--- config.mk ---
export PLATFORM = sky130hd
export DESIGN_NAME = gpm_port_mux
export DESIGN_NICKNAME = d
export VERILOG_FILES = /design/src/hdl/gpm_pkg.sv /design/src/hdl/gpm_port_mux.sv
export VERILOG_INCLUDE_DIRS = /design/src /design/src/hdl
export SDC_FILE = /design/constraint.sdc
export NUM_CORES = 1
export LEC_CHECK = 0
export BUFFER_PORTS_ARGS = -buffer_cell sky130_fd_sc_hd__buf_2
export CAP_MARGIN = 20
export CORE_UTILIZATION = 52
export CTS_BUF_LIST = sky130_fd_sc_hd__clkbuf_8
export DETAILED_ROUTE_END_ITERATION = 16
export PLACE_DENSITY = 0.95
export SLEW_MARGIN = 10
export SYNTH_ARGS = -nofsm -noshare
export SYNTH_HDL_FRONTEND = slang
export SYNTH_SLANG_ARGS = --single-unit
--- constraint.sdc ---
create_clock -name ref_clk -period 2.73 [get_ports ref_clk]
set_input_delay 0.4095 -clock ref_clk [delete_from_list [all_inputs] [get_ports ref_clk]]
set_output_delay 0.4095 -clock ref_clk [all_outputs]
set_load 0.005 [all_outputs]
--- src/hdl/gpm_defines.svh ---
// Constants for the low-voltage port mux: counts, codes, reset values
`ifndef GPM_DEFINES_SVH
`define GPM_DEFINES_SVH
`define GPM_NUM_PORTS 11
`define GPM_NUM_ADC 5
`define GPM_NUM_ALT_SRC 11
`define GPM_IN_FLOAT 2'h0
`define GPM_IN_PULLUP 2'h1
`define GPM_IN_PULLDOWN 2'h2
`define GPM_IN_ANALOG 2'h3
`define GPM_ANALOG_MASK 11'h30F
`define GPM_CFG_RESET 6'h00
`define GPM_AIS_RESET 8'h00
`define GPM_SRC_CMP0 4'h0
`define GPM_SRC_CMP1 4'h1
`define GPM_SRC_CMP2 4'h2
`define GPM_SRC_TMR0 4'h3
`define GPM_SRC_TMR1 4'h4
`define GPM_SRC_TRACE 4'h5
`define GPM_SRC_UTX 4'h6
`define GPM_SRC_PULSE 4'h7
`define GPM_SRC_SCS 4'h8
`define GPM_SRC_SCK 4'h9
`define GPM_SRC_MOSI 4'hA
`endif

--- src/hdl/gpm_pkg.sv ---
// Types for the low-voltage port mux
`include "gpm_defines.svh"
package gpm_pkg;
  typedef enum logic [1:0] {
    GPM_FLOAT = `GPM_IN_FLOAT,
    GPM_PULLUP = `GPM_IN_PULLUP,
    GPM_PULLDOWN = `GPM_IN_PULLDOWN,
    GPM_ANALOG = `GPM_IN_ANALOG
  } gpm_in_mode_e;

  // Per-port setting
  typedef struct packed {
    gpm_in_mode_e in_mode;
    logic drive_en;
    logic open_drain;
    logic use_alt;
    logic alt_sel;
  } gpm_port_cfg_s;

  // Source choice for shared peripheral inputs, 0 picks the first port
  typedef struct packed {
    logic [2:0] capture;
    logic [1:0] timer;
    logic uart_rx;
    logic miso;
    logic pulse_in;
  } gpm_ais_s;
endpackage : gpm_pkg

--- src/hdl/gpm_port_mux.sv ---
// Eleven low-voltage I/O ports with output, input and analog function mux
// Contract
// [RQ1] Eleven ports, 0 to 10, each configured on its own.
// [RQ2] Each port offers floating, weak pull-up and weak pull-down inputs.
// [RQ3] Analog input only on ports 0-3 and the 8/9 pair.
// [RQ4] Digital input mode puts the sampled pin level into the data-input bit.
// [RQ5] Analog mode routes pin to converter channel; data-input bit reads zero.
// [RQ6] Each port drives push-pull or open-drain.
// [RQ7] Each port chooses normal or alternate output on its own.
// [RQ8] Normal output drives the data-output register bit.
// [RQ9] Alternate output drives one of two peripheral signals, chosen per port.
// [RQ10] Alternate pairs for ports 0 to 5 as tabled.
// [RQ11] Alternate pairs for ports 6 to 10 as tabled.
// [RQ12] Pin levels feed capture, timer, receive, MISO and pulse inputs.
// [RQ13] Shared peripheral inputs pick their source port by select setting.
// [RQ14] Reset gives floating inputs, drivers off, first sources; analog never drives.
`timescale 1ns/1ps
`include "gpm_defines.svh"
module gpm_port_mux (
  // Clock and reset
  input wire logic ref_clk,
  input wire logic rst_b,
  // Port settings
  input wire gpm_pkg::gpm_port_cfg_s [`GPM_NUM_PORTS-1:0] port_cfg,
  input wire logic [`GPM_NUM_PORTS-1:0] port_data_out_reg,
  input wire gpm_pkg::gpm_ais_s alt_input_source_select,
  // Peripheral outputs
  input wire logic [2:0] compare_channel_out,
  input wire logic [1:0] general_timer_out,
  input wire logic trace_serial_out,
  input wire logic lin_serial_transmit,
  input wire logic pulse_io_out,
  input wire logic spi_chip_select,
  input wire logic spi_clock,
  input wire logic spi_mosi,
  // Peripheral inputs
  output logic [2:0] capture_channel_in,
  output logic [1:0] general_timer_in,
  output logic lin_serial_receive,
  output logic spi_miso,
  output logic pulse_io_in,
  // Data-input register and converter routing
  output logic [`GPM_NUM_PORTS-1:0] port_data_in_reg,
  output logic [`GPM_NUM_ADC-1:0] converter_channel_input,
  // Pads
  input wire logic [`GPM_NUM_PORTS-1:0] pin_in,
  output logic [`GPM_NUM_PORTS-1:0] pin_out,
  output logic [`GPM_NUM_PORTS-1:0] pin_oe_b,
  output logic [`GPM_NUM_PORTS-1:0] pull_up_en,
  output logic [`GPM_NUM_PORTS-1:0] pull_down_en,
  output logic [`GPM_NUM_PORTS-1:0] analog_en
);

  // Alternate output source per port and choice
  function automatic logic [3:0] alt_index(input int unsigned port, input logic sel);
    logic [3:0] idx;
    idx = `GPM_SRC_CMP0;
    unique case (port)
      0: idx = sel ? `GPM_SRC_TMR0 : `GPM_SRC_CMP0; // RQ10
      1: idx = sel ? `GPM_SRC_TMR1 : `GPM_SRC_CMP1; // RQ10
      2: idx = sel ? `GPM_SRC_TRACE : `GPM_SRC_CMP2; // RQ10
      3: idx = sel ? `GPM_SRC_TRACE : `GPM_SRC_TMR0; // RQ10
      4: idx = sel ? `GPM_SRC_UTX : `GPM_SRC_TMR1; // RQ10
      5: idx = sel ? `GPM_SRC_CMP0 : `GPM_SRC_TRACE; // RQ10
      6: idx = sel ? `GPM_SRC_CMP1 : `GPM_SRC_PULSE; // RQ11
      7: idx = sel ? `GPM_SRC_CMP2 : `GPM_SRC_SCS; // RQ11
      8: idx = sel ? `GPM_SRC_TRACE : `GPM_SRC_SCK; // RQ11
      9: idx = sel ? `GPM_SRC_TRACE : `GPM_SRC_MOSI; // RQ11
      default: idx = sel ? `GPM_SRC_PULSE : `GPM_SRC_UTX; // RQ11
    endcase
    return idx;
  endfunction : alt_index

  gpm_pkg::gpm_port_cfg_s [`GPM_NUM_PORTS-1:0] cfg;
  gpm_pkg::gpm_ais_s ais;
  logic [`GPM_NUM_PORTS-1:0] pin_meta;
  logic [`GPM_NUM_PORTS-1:0] pin_sync;
  logic [`GPM_NUM_PORTS-1:0] is_analog;
  logic [`GPM_NUM_PORTS-1:0] dig_in;
  logic [`GPM_NUM_PORTS-1:0] level;
  logic [`GPM_NUM_PORTS-1:0] drive;
  logic [`GPM_NUM_PORTS-1:0] next_pin_out;
  logic [`GPM_NUM_PORTS-1:0] next_pin_oe_b;
  logic [`GPM_NUM_ALT_SRC-1:0] periph_out;
  logic [2:0] next_capture;
  logic [1:0] next_timer;
  logic next_uart_rx;
  logic next_miso;
  logic next_pulse_in;
  // Ports that have an analog path; a literal cannot be bit-selected
  localparam logic [`GPM_NUM_PORTS-1:0] analog_capable = `GPM_ANALOG_MASK; // RQ3

  // Settings held in flops so reset gives a defined state
  always_ff @(posedge ref_clk or negedge rst_b)
  begin
    if (!rst_b)
    begin
      cfg <= {`GPM_NUM_PORTS{`GPM_CFG_RESET}}; // RQ14
      ais <= `GPM_AIS_RESET; // RQ14
    end
    else
    begin
      cfg <= port_cfg; // RQ1
      ais <= alt_input_source_select;
    end
  end

  // Two-flop pin synchroniser
  always_ff @(posedge ref_clk or negedge rst_b)
  begin
    if (!rst_b)
    begin
      pin_meta <= '0;
      pin_sync <= '0;
    end
    else
    begin
      pin_meta <= pin_in;
      pin_sync <= pin_meta;
    end
  end

  // Peripheral output vector, indexed by source code
  assign periph_out = {spi_mosi, spi_clock, spi_chip_select, pulse_io_out, lin_serial_transmit,
                       trace_serial_out, general_timer_out, compare_channel_out};

  // Per-port decode of input mode and output level
  genvar gi;
  generate
    for (gi = 0; gi < `GPM_NUM_PORTS; gi++)
    begin : g_port
      wire logic [3:0] src = alt_index(gi, cfg[gi].alt_sel); // RQ9
      // Analog only where the port supports it, otherwise floating
      assign is_analog[gi] = (cfg[gi].in_mode == gpm_pkg::GPM_ANALOG) & analog_capable[gi]; // RQ3
      assign pull_up_en[gi] = (cfg[gi].in_mode == gpm_pkg::GPM_PULLUP); // RQ2
      assign pull_down_en[gi] = (cfg[gi].in_mode == gpm_pkg::GPM_PULLDOWN); // RQ2
      assign dig_in[gi] = pin_sync[gi] & ~is_analog[gi]; // RQ5
      assign level[gi] = cfg[gi].use_alt ? periph_out[src] : port_data_out_reg[gi]; // RQ7 RQ8
      assign drive[gi] = cfg[gi].drive_en & ~is_analog[gi]; // RQ14
      // Open-drain drives low only and releases for a one
      assign next_pin_out[gi] = level[gi] & ~cfg[gi].open_drain; // RQ6
      assign next_pin_oe_b[gi] = ~(drive[gi] & (~cfg[gi].open_drain | ~level[gi])); // RQ6
    end
  endgenerate

  assign analog_en = is_analog;

  // Converter routing; channel 4 needs both halves of the pair
  assign converter_channel_input = {is_analog[8] & is_analog[9], is_analog[3:0]}; // RQ5

  // Shared peripheral input selection
  assign next_capture[0] = ais.capture[0] ? dig_in[5] : dig_in[0]; // RQ12 RQ13
  assign next_capture[1] = ais.capture[1] ? dig_in[6] : dig_in[1]; // RQ12 RQ13
  assign next_capture[2] = ais.capture[2] ? dig_in[7] : dig_in[2]; // RQ12 RQ13
  assign next_timer[0] = ais.timer[0] ? dig_in[3] : dig_in[0]; // RQ12 RQ13
  assign next_timer[1] = ais.timer[1] ? dig_in[4] : dig_in[1]; // RQ12 RQ13
  assign next_uart_rx = ais.uart_rx ? dig_in[9] : dig_in[3]; // RQ12 RQ13
  assign next_miso = ais.miso ? dig_in[10] : dig_in[4]; // RQ12 RQ13
  assign next_pulse_in = ais.pulse_in ? dig_in[9] : dig_in[5]; // RQ12 RQ13

  // Registered input side
  always_ff @(posedge ref_clk or negedge rst_b)
  begin
    if (!rst_b)
    begin
      port_data_in_reg <= '0;
      capture_channel_in <= '0;
      general_timer_in <= '0;
      lin_serial_receive <= 1'b0;
      spi_miso <= 1'b0;
      pulse_io_in <= 1'b0;
    end
    else
    begin
      port_data_in_reg <= dig_in; // RQ4 RQ5
      capture_channel_in <= next_capture;
      general_timer_in <= next_timer;
      lin_serial_receive <= next_uart_rx;
      spi_miso <= next_miso;
      pulse_io_in <= next_pulse_in;
    end
  end

  // Registered pad drive, released during reset
  always_ff @(posedge ref_clk or negedge rst_b)
  begin
    if (!rst_b)
    begin
      pin_out <= '0;
      pin_oe_b <= '1; // RQ14
    end
    else
    begin
      pin_out <= next_pin_out; // RQ8
      pin_oe_b <= next_pin_oe_b;
    end
  end

  // Per-port checks
  generate
    for (gi = 0; gi < `GPM_NUM_PORTS; gi++)
    begin : g_chk
      chk_analog_reads_zero: assert property (@(posedge ref_clk) disable iff (!rst_b) // RQ5
        is_analog[gi] |=> !port_data_in_reg[gi])
        else $error("data-in bit set while port analog");
      chk_digital_in_follows: assert property (@(posedge ref_clk) disable iff (!rst_b) // RQ4
        !is_analog[gi] |=> port_data_in_reg[gi] == $past(pin_sync[gi]))
        else $error("data-in bit does not follow pin");
      chk_analog_no_drive: assert property (@(posedge ref_clk) disable iff (!rst_b) // RQ14
        is_analog[gi] |=> pin_oe_b[gi])
        else $error("analog port drives its pin");
      chk_normal_pushpull: assert property (@(posedge ref_clk) disable iff (!rst_b) // RQ8
        (cfg[gi].drive_en && !cfg[gi].use_alt && !cfg[gi].open_drain && !is_analog[gi])
        |=> (!pin_oe_b[gi] && pin_out[gi] == $past(port_data_out_reg[gi])))
        else $error("normal output level wrong");
      chk_open_drain_high: assert property (@(posedge ref_clk) disable iff (!rst_b) // RQ6
        (cfg[gi].open_drain && !cfg[gi].use_alt && port_data_out_reg[gi])
        |=> (pin_oe_b[gi] && !pin_out[gi]))
        else $error("open-drain drives a one");
      chk_pull_exclusive: assert property (@(posedge ref_clk) disable iff (!rst_b) // RQ2
        !(pull_up_en[gi] && pull_down_en[gi]))
        else $error("pull-up and pull-down both on");
      chk_alt_drives_pin: assert property (@(posedge ref_clk) disable iff (!rst_b) // RQ9
        (cfg[gi].drive_en && cfg[gi].use_alt && !cfg[gi].open_drain && !is_analog[gi])
        |=> !pin_oe_b[gi])
        else $error("alternate output not driven");
      chk_open_drain_low: assert property (@(posedge ref_clk) disable iff (!rst_b) // RQ6
        (cfg[gi].drive_en && cfg[gi].open_drain && !cfg[gi].use_alt && !port_data_out_reg[gi] && !is_analog[gi])
        |=> (!pin_oe_b[gi] && !pin_out[gi]))
        else $error("open-drain zero not driven low");
      chk_driver_off: assert property (@(posedge ref_clk) disable iff (!rst_b) // RQ14
        !cfg[gi].drive_en |=> pin_oe_b[gi])
        else $error("disabled driver drives its pin");
    end
  endgenerate

  chk_no_analog_port4: assert property (@(posedge ref_clk) disable iff (!rst_b) // RQ3
    !analog_en[4] && !analog_en[7] && !analog_en[10])
    else $error("analog on unsupported port");
  chk_port4_alt_tx: assert property (@(posedge ref_clk) disable iff (!rst_b) // RQ10
    (cfg[4].drive_en && cfg[4].use_alt && cfg[4].alt_sel && !cfg[4].open_drain)
    |=> pin_out[4] == $past(lin_serial_transmit))
    else $error("port 4 alternate 1 is not transmit");
  chk_port6_alt_pulse: assert property (@(posedge ref_clk) disable iff (!rst_b) // RQ11
    (cfg[6].drive_en && cfg[6].use_alt && !cfg[6].alt_sel && !cfg[6].open_drain)
    |=> pin_out[6] == $past(pulse_io_out))
    else $error("port 6 alternate 0 is not pulse output");
  chk_capture_select: assert property (@(posedge ref_clk) disable iff (!rst_b) // RQ13
    ais.capture[0] |=> capture_channel_in[0] == $past(dig_in[5]))
    else $error("capture 0 source wrong");
  chk_uart_rx_source: assert property (@(posedge ref_clk) disable iff (!rst_b) // RQ12
    !ais.uart_rx |=> lin_serial_receive == $past(dig_in[3]))
    else $error("receive source wrong");
  chk_pair_channel: assert property (@(posedge ref_clk) disable iff (!rst_b) // RQ5
    converter_channel_input[4] == (analog_en[8] && analog_en[9]))
    else $error("pair channel routing wrong");

  // Second-source input selections
  chk_capture1_alt: assert property (@(posedge ref_clk) disable iff (!rst_b) // RQ13
    ais.capture[1] |=> capture_channel_in[1] == $past(dig_in[6]))
    else $error("capture 1 second source wrong");
  chk_capture2_alt: assert property (@(posedge ref_clk) disable iff (!rst_b) // RQ13
    ais.capture[2] |=> capture_channel_in[2] == $past(dig_in[7]))
    else $error("capture 2 second source wrong");
  chk_timer0_alt: assert property (@(posedge ref_clk) disable iff (!rst_b) // RQ13
    ais.timer[0] |=> general_timer_in[0] == $past(dig_in[3]))
    else $error("timer 0 second source wrong");
  chk_timer1_alt: assert property (@(posedge ref_clk) disable iff (!rst_b) // RQ13
    ais.timer[1] |=> general_timer_in[1] == $past(dig_in[4]))
    else $error("timer 1 second source wrong");
  chk_uart_rx_alt: assert property (@(posedge ref_clk) disable iff (!rst_b) // RQ13
    ais.uart_rx |=> lin_serial_receive == $past(dig_in[9]))
    else $error("receive second source wrong");
  chk_miso_alt: assert property (@(posedge ref_clk) disable iff (!rst_b) // RQ13
    ais.miso |=> spi_miso == $past(dig_in[10]))
    else $error("miso second source wrong");
  chk_pulse_in_alt: assert property (@(posedge ref_clk) disable iff (!rst_b) // RQ13
    ais.pulse_in |=> pulse_io_in == $past(dig_in[9]))
    else $error("pulse input second source wrong");

  // First-source input selections
  chk_capture0_first: assert property (@(posedge ref_clk) disable iff (!rst_b) // RQ12
    !ais.capture[0] |=> capture_channel_in[0] == $past(dig_in[0]))
    else $error("capture 0 first source wrong");
  chk_capture1_first: assert property (@(posedge ref_clk) disable iff (!rst_b) // RQ12
    !ais.capture[1] |=> capture_channel_in[1] == $past(dig_in[1]))
    else $error("capture 1 first source wrong");
  chk_capture2_first: assert property (@(posedge ref_clk) disable iff (!rst_b) // RQ12
    !ais.capture[2] |=> capture_channel_in[2] == $past(dig_in[2]))
    else $error("capture 2 first source wrong");
  chk_timer0_first: assert property (@(posedge ref_clk) disable iff (!rst_b) // RQ12
    !ais.timer[0] |=> general_timer_in[0] == $past(dig_in[0]))
    else $error("timer 0 first source wrong");
  chk_timer1_first: assert property (@(posedge ref_clk) disable iff (!rst_b) // RQ12
    !ais.timer[1] |=> general_timer_in[1] == $past(dig_in[1]))
    else $error("timer 1 first source wrong");
  chk_miso_first: assert property (@(posedge ref_clk) disable iff (!rst_b) // RQ12
    !ais.miso |=> spi_miso == $past(dig_in[4]))
    else $error("miso first source wrong");
  chk_pulse_in_first: assert property (@(posedge ref_clk) disable iff (!rst_b) // RQ12
    !ais.pulse_in |=> pulse_io_in == $past(dig_in[5]))
    else $error("pulse input first source wrong");

endmodule : gpm_port_mux

==> results of run 1 <==
layer usage:
metal | global-route usage (%) | vias up | part of all wire (%)
li1 | - | 1262 | -
met1 | 20.46 | 1303 | 34
met2 | 38.54 | 132 | 55
met3 | 9.113 | 9 | 9.6
met4 | 8.846 | 0 | 1.2
met5 | 0 | - | 0
per-stage QoR:
stage | cells | setup slack, ps | utilization, % | hold slack (ps)
floorplan | 272 | 1664 | - | 113.9
global placement | 548 | 1517 | 67.49 | 331.5
detailed placement | 548 | 1488 | 67.49 | 334.7
CTS | 581 | 1113 | 73.76 | 64.73
global route | 581 | 1072 | 73.76 | 58.62
finish | 582 | 1162 | 73.79 | 94.10
logic make-up after synthesis:
logic type,Yosys count,share of synthesized area [%]
multiplexers,15,3.622
buffers and inverters,17,2.278
flip-flops,137,80.34
other,1,0.08753
AND/OR/NAND/NOR,72,9.930
AO/OA/AOI/OAI,26,3.738
power groups by stage:
stage / clock, uW / sequential, uW / combinational, uW
final: 1930 / 2200 / 292
after global routing: 2060 / 2210 / 328
after CTS: 1980 / 2200 / 299
after detailed placement: 0 / 2240 / 295
after global placement: 0 / 2230 / 282
after floorplan: 0 / 2230 / 92.4
what timing repair did:
item	in CTS	in global routing
hold buffers	1	0
setup buffers	0	0
gates resized for setup	0	0
hold endpoints to repair	56	0
cell type report:
cell class,count,area (um^2)
repair buffers,184,947.2
diodes,1,2.502
flip-flops and latches,137,3442
inverters,8,30.03
fillers,536,2057
clock inverters,15,247.7
clock buffers,17,234.0
multi-input cells,118,759.5
well taps,102,127.6
final timing paths:
kind	end	slack, ps	from	depth (start not counted)
setup / recovery	converter_channel_input[4]	1160	cfg[53]$_DFF_PN0_	3
hold / removal	cfg[24]$_DFF_PN0_	90	port_cfg[24]	1
setup reg to reg	pulse_io_in$_DFF_PN0_	1700	cfg[58]$_DFF_PN0_	3
hold reg to reg	pin_sync[6]$_DFF_PN0_	350	pin_meta[6]$_DFF_PN0_	0
max in group asynchronous	pin_oe_b[1]$_DFF_PN1_	1390	rst_b	3
min in group asynchronous	pulse_io_in$_DFF_PN0_	520	rst_b	2
worst max-delay path: stages, from the launching register on:
cell and delay, ps:
dfrtp_1 360, nand2_1 130, nor2_1 140, buf_2 120
synth_stat cells, types with 4 or more instances:
| cell | instances | area share (%) |
|---|---|---|
| nor2_1 | 12 | 1.1 |
| and2b_1 | 4 | 0.70 |
| nand2_1 | 9 | 0.79 |
| and2_1 | 12 | 1.8 |
| mux2i_1 | 11 | 2.6 |
| nor3_2 | 5 | 1.2 |
| nor2b_1 | 16 | 2.3 |
| dfstp_2 | 11 | 6.7 |
| o21ai_0 | 19 | 2.2 |
| nor3_1 | 6 | 0.70 |
| inv_1 | 8 | 0.70 |
| buf_4 | 9 | 1.6 |
| mux2_2 | 4 | 1.1 |
| dfrtp_1 | 126 | 74 |
==> metrics.md, run 1 <==
| Metric | Value |
|---|---|
| Synthesized area | 0.004284 mm^2 |
| Clock power share | 43.6% |
| Leak | 0.002983 uW |
| Drt wl/cell | 14.45 um |
| Unrepaired setup endpoints after global routing | false |
| Die area | 0.008605 mm^2 |
| H-tree depth | 4 |
| Min Tclk post-route | 1569 ps |
| Final Hold Viols | 0 |
| CTS tree | done |
| Residual DRC | 0 |
| Hold Path Class | primary input to register |
| PwrDens | 763.0 mW/mm^2 |
| Status | finished, final reports clean |
| Count of nets after finishing | 575 |
| Maximum clock insertion buffer count | 2 |
| Final period util | 57.45% |
| Chip height | 92.77 um |
| Port Buf Inserts | 182 |
| Max Fanout on Critical Path | 4 |
| CTS clk-pin slew, worst paths | 80 ps |
| Clock Skews | 9.210 ps |
| Initial antenna violation count | 1 |
| Total gr overflow | 0 |
| #FFs+latches synth | 137 |
| Critical Path End Type | output pin |
| NetSw | 929.4 uW |
| Final Cell Area | 0.005791 mm^2 |
| Switching Share | 21.04% |
| Power after layout | 4418 uW |
| Most common cell after layout, fill and taps aside | buf_2 |
| Vias/cell | 4.649 |
| Area Overhead vs Synth | 35.16% |
| Post-Synthesis Cells | 268 |
| Antenna Nets Post-Route | 0 |
| Number of flip-flops in the largest register | 66 |
| Critical path class | register to output pin |
| FP Rows | 32 |
| Most flop-heavy register | cfg |
| VDD IR max | 0.0004698 V |
| Global-route wire length before repair | 13.10 mm |
| Clock Latency Late Sink | 410 ps |
| Vias in the first global route | 2897 |
| Relative slew slack | 63.82% |
| Post-synth EDFFs | 0 |
| Sequential-to-total area share from yosys stat | 80.34% |
| Seq pwr share | 49.8% |
| Share of layout cells above drive strength 1 | 50.94% |
| First-pass DRT Iterations | 7 |
| Worst endpoint required time | 2320 ps |
| CORE AREA | 0.007848 mm^2 |
| Initial DRC Count | 83 |
| Logic pwr share | 6.6% |
| Synth warn | 0 |
| Mean area per synthesized cell | 15.99 um^2 |
| Slew Viols, Final | 0 |
| Placer Congestion | 0.7438 |
| Distinct cells, synth | 22 |
| P_int | 3489 uW |
| Async set-reset flop share out of synthesis | 100.0% |
| DPL Wire Length | 6.287 mm |
| Max Cap Viol | 0 |
| CP startpoint kind | register |
| Inserted Clock Buffers | 17 |
| CTS Root Cell | clkbuf_8 |
| Worst EP arrival | 1160 ps |
| Post-Route WL | 8.408 mm |
| Initial core utilization | 54.59% |
| CTS Sinks | 137 |
| Via count | 2706 |
| Most frequent cells in the layout | 181 x buf_2, 126 x dfrtp_1, 19 x o21ai_0, 17 x clkbuf_8, 16 x nor2b_1 |
| Final setup viols | 0 |
| Fmax | 637.6 MHz |
| Fin Setup TNS | 0 ps |
| Post-Place Cell Area | 0.005296 mm^2 |
| Largest net degree at the start of global routing | 75 |
| Die X | 92.77 um |
| GRT Util Overall | 21.09% |
| I/O pin count | 188 |
| Synth Flop Type | dfrtp_1 |
| Slew @ Worst Pin | 542.8 ps |
Power figures use the tool's default switching activity.
==> run 2, diff against run 1 <==
CORE_UTILIZATION = 44   (was 52)
PLACE_DENSITY = 0.88   (was 0.95)
clock period = 1.4 ns   (was 2.73 ns; I/O delays follow)
==> run 2 against run 1 <==
Effect of this change:
- clock skew is 2.1 ps higher
- cell area is 16% higher
- worst setup slack worse by 1200 ps
==> metrics.md, run 2 (same netlist as run 1, synthesis figures left out) <==
| Metric | Value |
|---|---|
| Status | finished, final reports clean |
| Final setup viols | 0 (unchanged) |
| Reg2reg start | cfg[23]$_DFF_PN0_ |
| Min Tclk post-route | 1391 ps |
| Count of nets after finishing | 669 (+16%) |
| FP Rows | 35 (+9.4%) |
| Slew Viols, Final | 0 (unchanged) |
| Fmax | 719.2 MHz |
| Worst endpoint required time | 1190 ps (-1130 ps) |
| Fill cells | 591 (+10%) |
| Number of flip-flops in the largest register | 66 (unchanged) |
| VDD IR max | 0.001012 V (+120%) |
| Area Overhead vs Synth | 56.98% |
| Hold path endpoint | pin_out[9]$_DFF_PN0_ |
| Share of layout cells above drive strength 1 | 44.85% (-6.1 points) |
| Met2 routed WL | 5.867 mm (+26%) |
| Most flop-heavy register | cfg |
| GRT Util Overall | 22.27% (+1.2 points) |
| Most frequent cells in the layout | 179 x buf_2, 125 x dfrtp_1, 86 x dlygate4sd3_1, 19 x o21ai_0, 17 x clkbuf_8 |
| Critical path class | register to output pin |
| FF-to-FF End | lin_serial_receive$_DFF_PN0_ |
| CTS tree | done |
| Initial DRC Count | 42 (-49%) |
| R2r setup slk | 370 ps (-1330 ps) |
| Die X | 100.7 um (+8.5%) |
| Hold wc startpoint | port_data_out_reg[9] |
| Cell family with most CP delay | flip-flops |
| Final Hold Viols | 0 (unchanged) |
| Chip height | 100.7 um (+8.5%) |
| CTS clk-pin slew, worst paths | 80 ps (about the same) |
| Crit path buf inv count | 1 (unchanged) |
| Slowest cell on the critical path | dfrtp_1 |
| Final period util | 99.32% |
| I/O pin count | 188 (unchanged) |
| Initial antenna violation count | 0 (-1) |
| Vias in the first global route | 3528 (+22%) |
| Met3 WL | 709 um (-12%) |
| Total gr overflow | 0 (unchanged) |
| DPL Wire Length | 6.411 mm (+2.0%) |
| Maximum clock insertion buffer count | 2 (unchanged) |
| Fin Setup TNS | 0 ps (unchanged) |
| CORE AREA | 0.009328 mm^2 (+19%) |
| First-pass DRT Iterations | 5 (-2) |
| Highest metal used | met4 |
| Critical Path End Type | output pin |
| Die area | 0.01014 mm^2 (+18%) |
| Drt wl/cell | 15.07 um (+4.3%) |
| Inserted Clock Buffers | 17 (unchanged) |
| Unrepaired setup endpoints after global routing | true |
| Global-route wire length before repair | 16.42 mm (+25%) |
| Largest net degree at the start of global routing | 38 (-49%) |
| Crit path largest cell delay | 410 ps (+50 ps) |
| Clock Skews | 11.35 ps (+2.142 ps) |
| Max Fanout on Critical Path | 3 (-1) |
| PwrDens | 1271 mW/mm^2 (+67%) |
| Via count | 3143 (+16%) |
| Hold Path Class | primary input to register |
| Post-Route WL | 10.60 mm (+26%) |
| CP startpoint kind | register |
| Clock Latency Late Sink | 420 ps (about the same) |
| Most common cell after layout, fill and taps aside | buf_2 |
| Leak | 0.003362 uW (+13%) |
| Port Buf Inserts | 182 (unchanged) |
| Placer Congestion | 0.7140 (-4.0%) |
| Max Cap Viol | 0 (unchanged) |
| Met1 WL | 3.696 mm (+31%) |
| H-tree depth | 4 (unchanged) |
| Place WS | 396.0 ps (-1092 ps) |
| Initial core utilization | 45.93% (-8.7 points) |
| Worst hold slack | 67.95 ps (-26.15 ps) |
| Residual DRC | 0 (unchanged) |
| CTS Sinks | 137 (unchanged) |
| Post-Layout Cell Count | 703 (+21%) |
| Vias/cell | 4.471 (-3.8%) |
| Worst setup margin | 9.482 ps (-1152 ps) |
| Cells after DPL | 581 (+6.0%) |
| Crit path cell chain | and2b_2 > buf_6 |
| Final core utilization | 72.10% (-1.7 points) |
| Worst-case reg-to-reg path depth | 3 (unchanged) |
| Worst EP arrival | 1180 ps (+20 ps) |
| Hold path cells | 3 (+2) |
| CTS Root Cell | clkbuf_8 |
| Antenna Nets Post-Route | 0 (unchanged) |
-- run 2: layer usage --
layer  vias to the layer above  global-route usage, %
li1                       1454                      -
met1                      1516                  22.41
met2                       144                  41.04
met3                        29                  7.074
met4                         0                  11.48
met5                         -                      0
-- run 2: layout make-up --
| cell class | count | area, um^2 | share of cell area [%] |
|---|---|---|---|
| timing repair buffer | 278 | 1878 | 27.93 |
| multi-input combinational | 118 | 774.5 | 11.52 |
| clock inverter | 15 | 201.4 | 2.995 |
| sequential | 137 | 3443 | 51.20 |
| tap | 129 | 161.4 | 2.400 |
| inverter | 8 | 30.03 | 0.4465 |
| clock buffer | 17 | 234.0 | 3.479 |
| antenna | 1 | 2.502 | 0.03721 |
-- run 2: repair_timing --
action,in CTS,in global routing
hold buffers,86,0
gates resized for setup,0,8
hold endpoints to repair,179,0
setup endpoints to repair,0,10
setup buffers,0,3
-- run 2: how the worst max path moves through the flow --
stage                 startpoint                           end  slack (ps)  cells after the start
2_1_floorplan  cfg[22]$_DFF_PN0_  lin_serial_receive$_DFF_PN0_         460                      3
3_3_place_gp    cfg[0]$_DFF_PN0_         pin_oe_b[0]$_DFF_PN1_         410                      3
3_5_place_dp   cfg[59]$_DFF_PN0_  lin_serial_receive$_DFF_PN0_         400                      3
4_1_cts        cfg[10]$_DFF_PN0_                  analog_en[1]           2                      3
5_1_grt        cfg[23]$_DFF_PN0_               pull_down_en[3]         -40                      2
6_report       cfg[23]$_DFF_PN0_               pull_down_en[3]           9                      2
-- run 2: worst reg2reg max path, cell delays in order, from the launching register on --
cell and delay [ps]:
dfrtp_1 390, nand2_2 90, and2_4 170, mux2_2 260
-- run 2: where the power goes --
group	switching [uW]	internal, uW	total [uW]
Combinational	334	471	805
Clock	1500	1950	3450
Sequential	98.1	4200	4290
Total	1930	6620	8550
-- run 2: per-stage QoR --
step                      cell area, um^2  total power [uW]
final                                6725              8549
after global placement               5375              4917
after global routing                 6723              8910
after floorplan                      4299              4536
after detailed placement             5375              4956
after CTS                            6671              8610
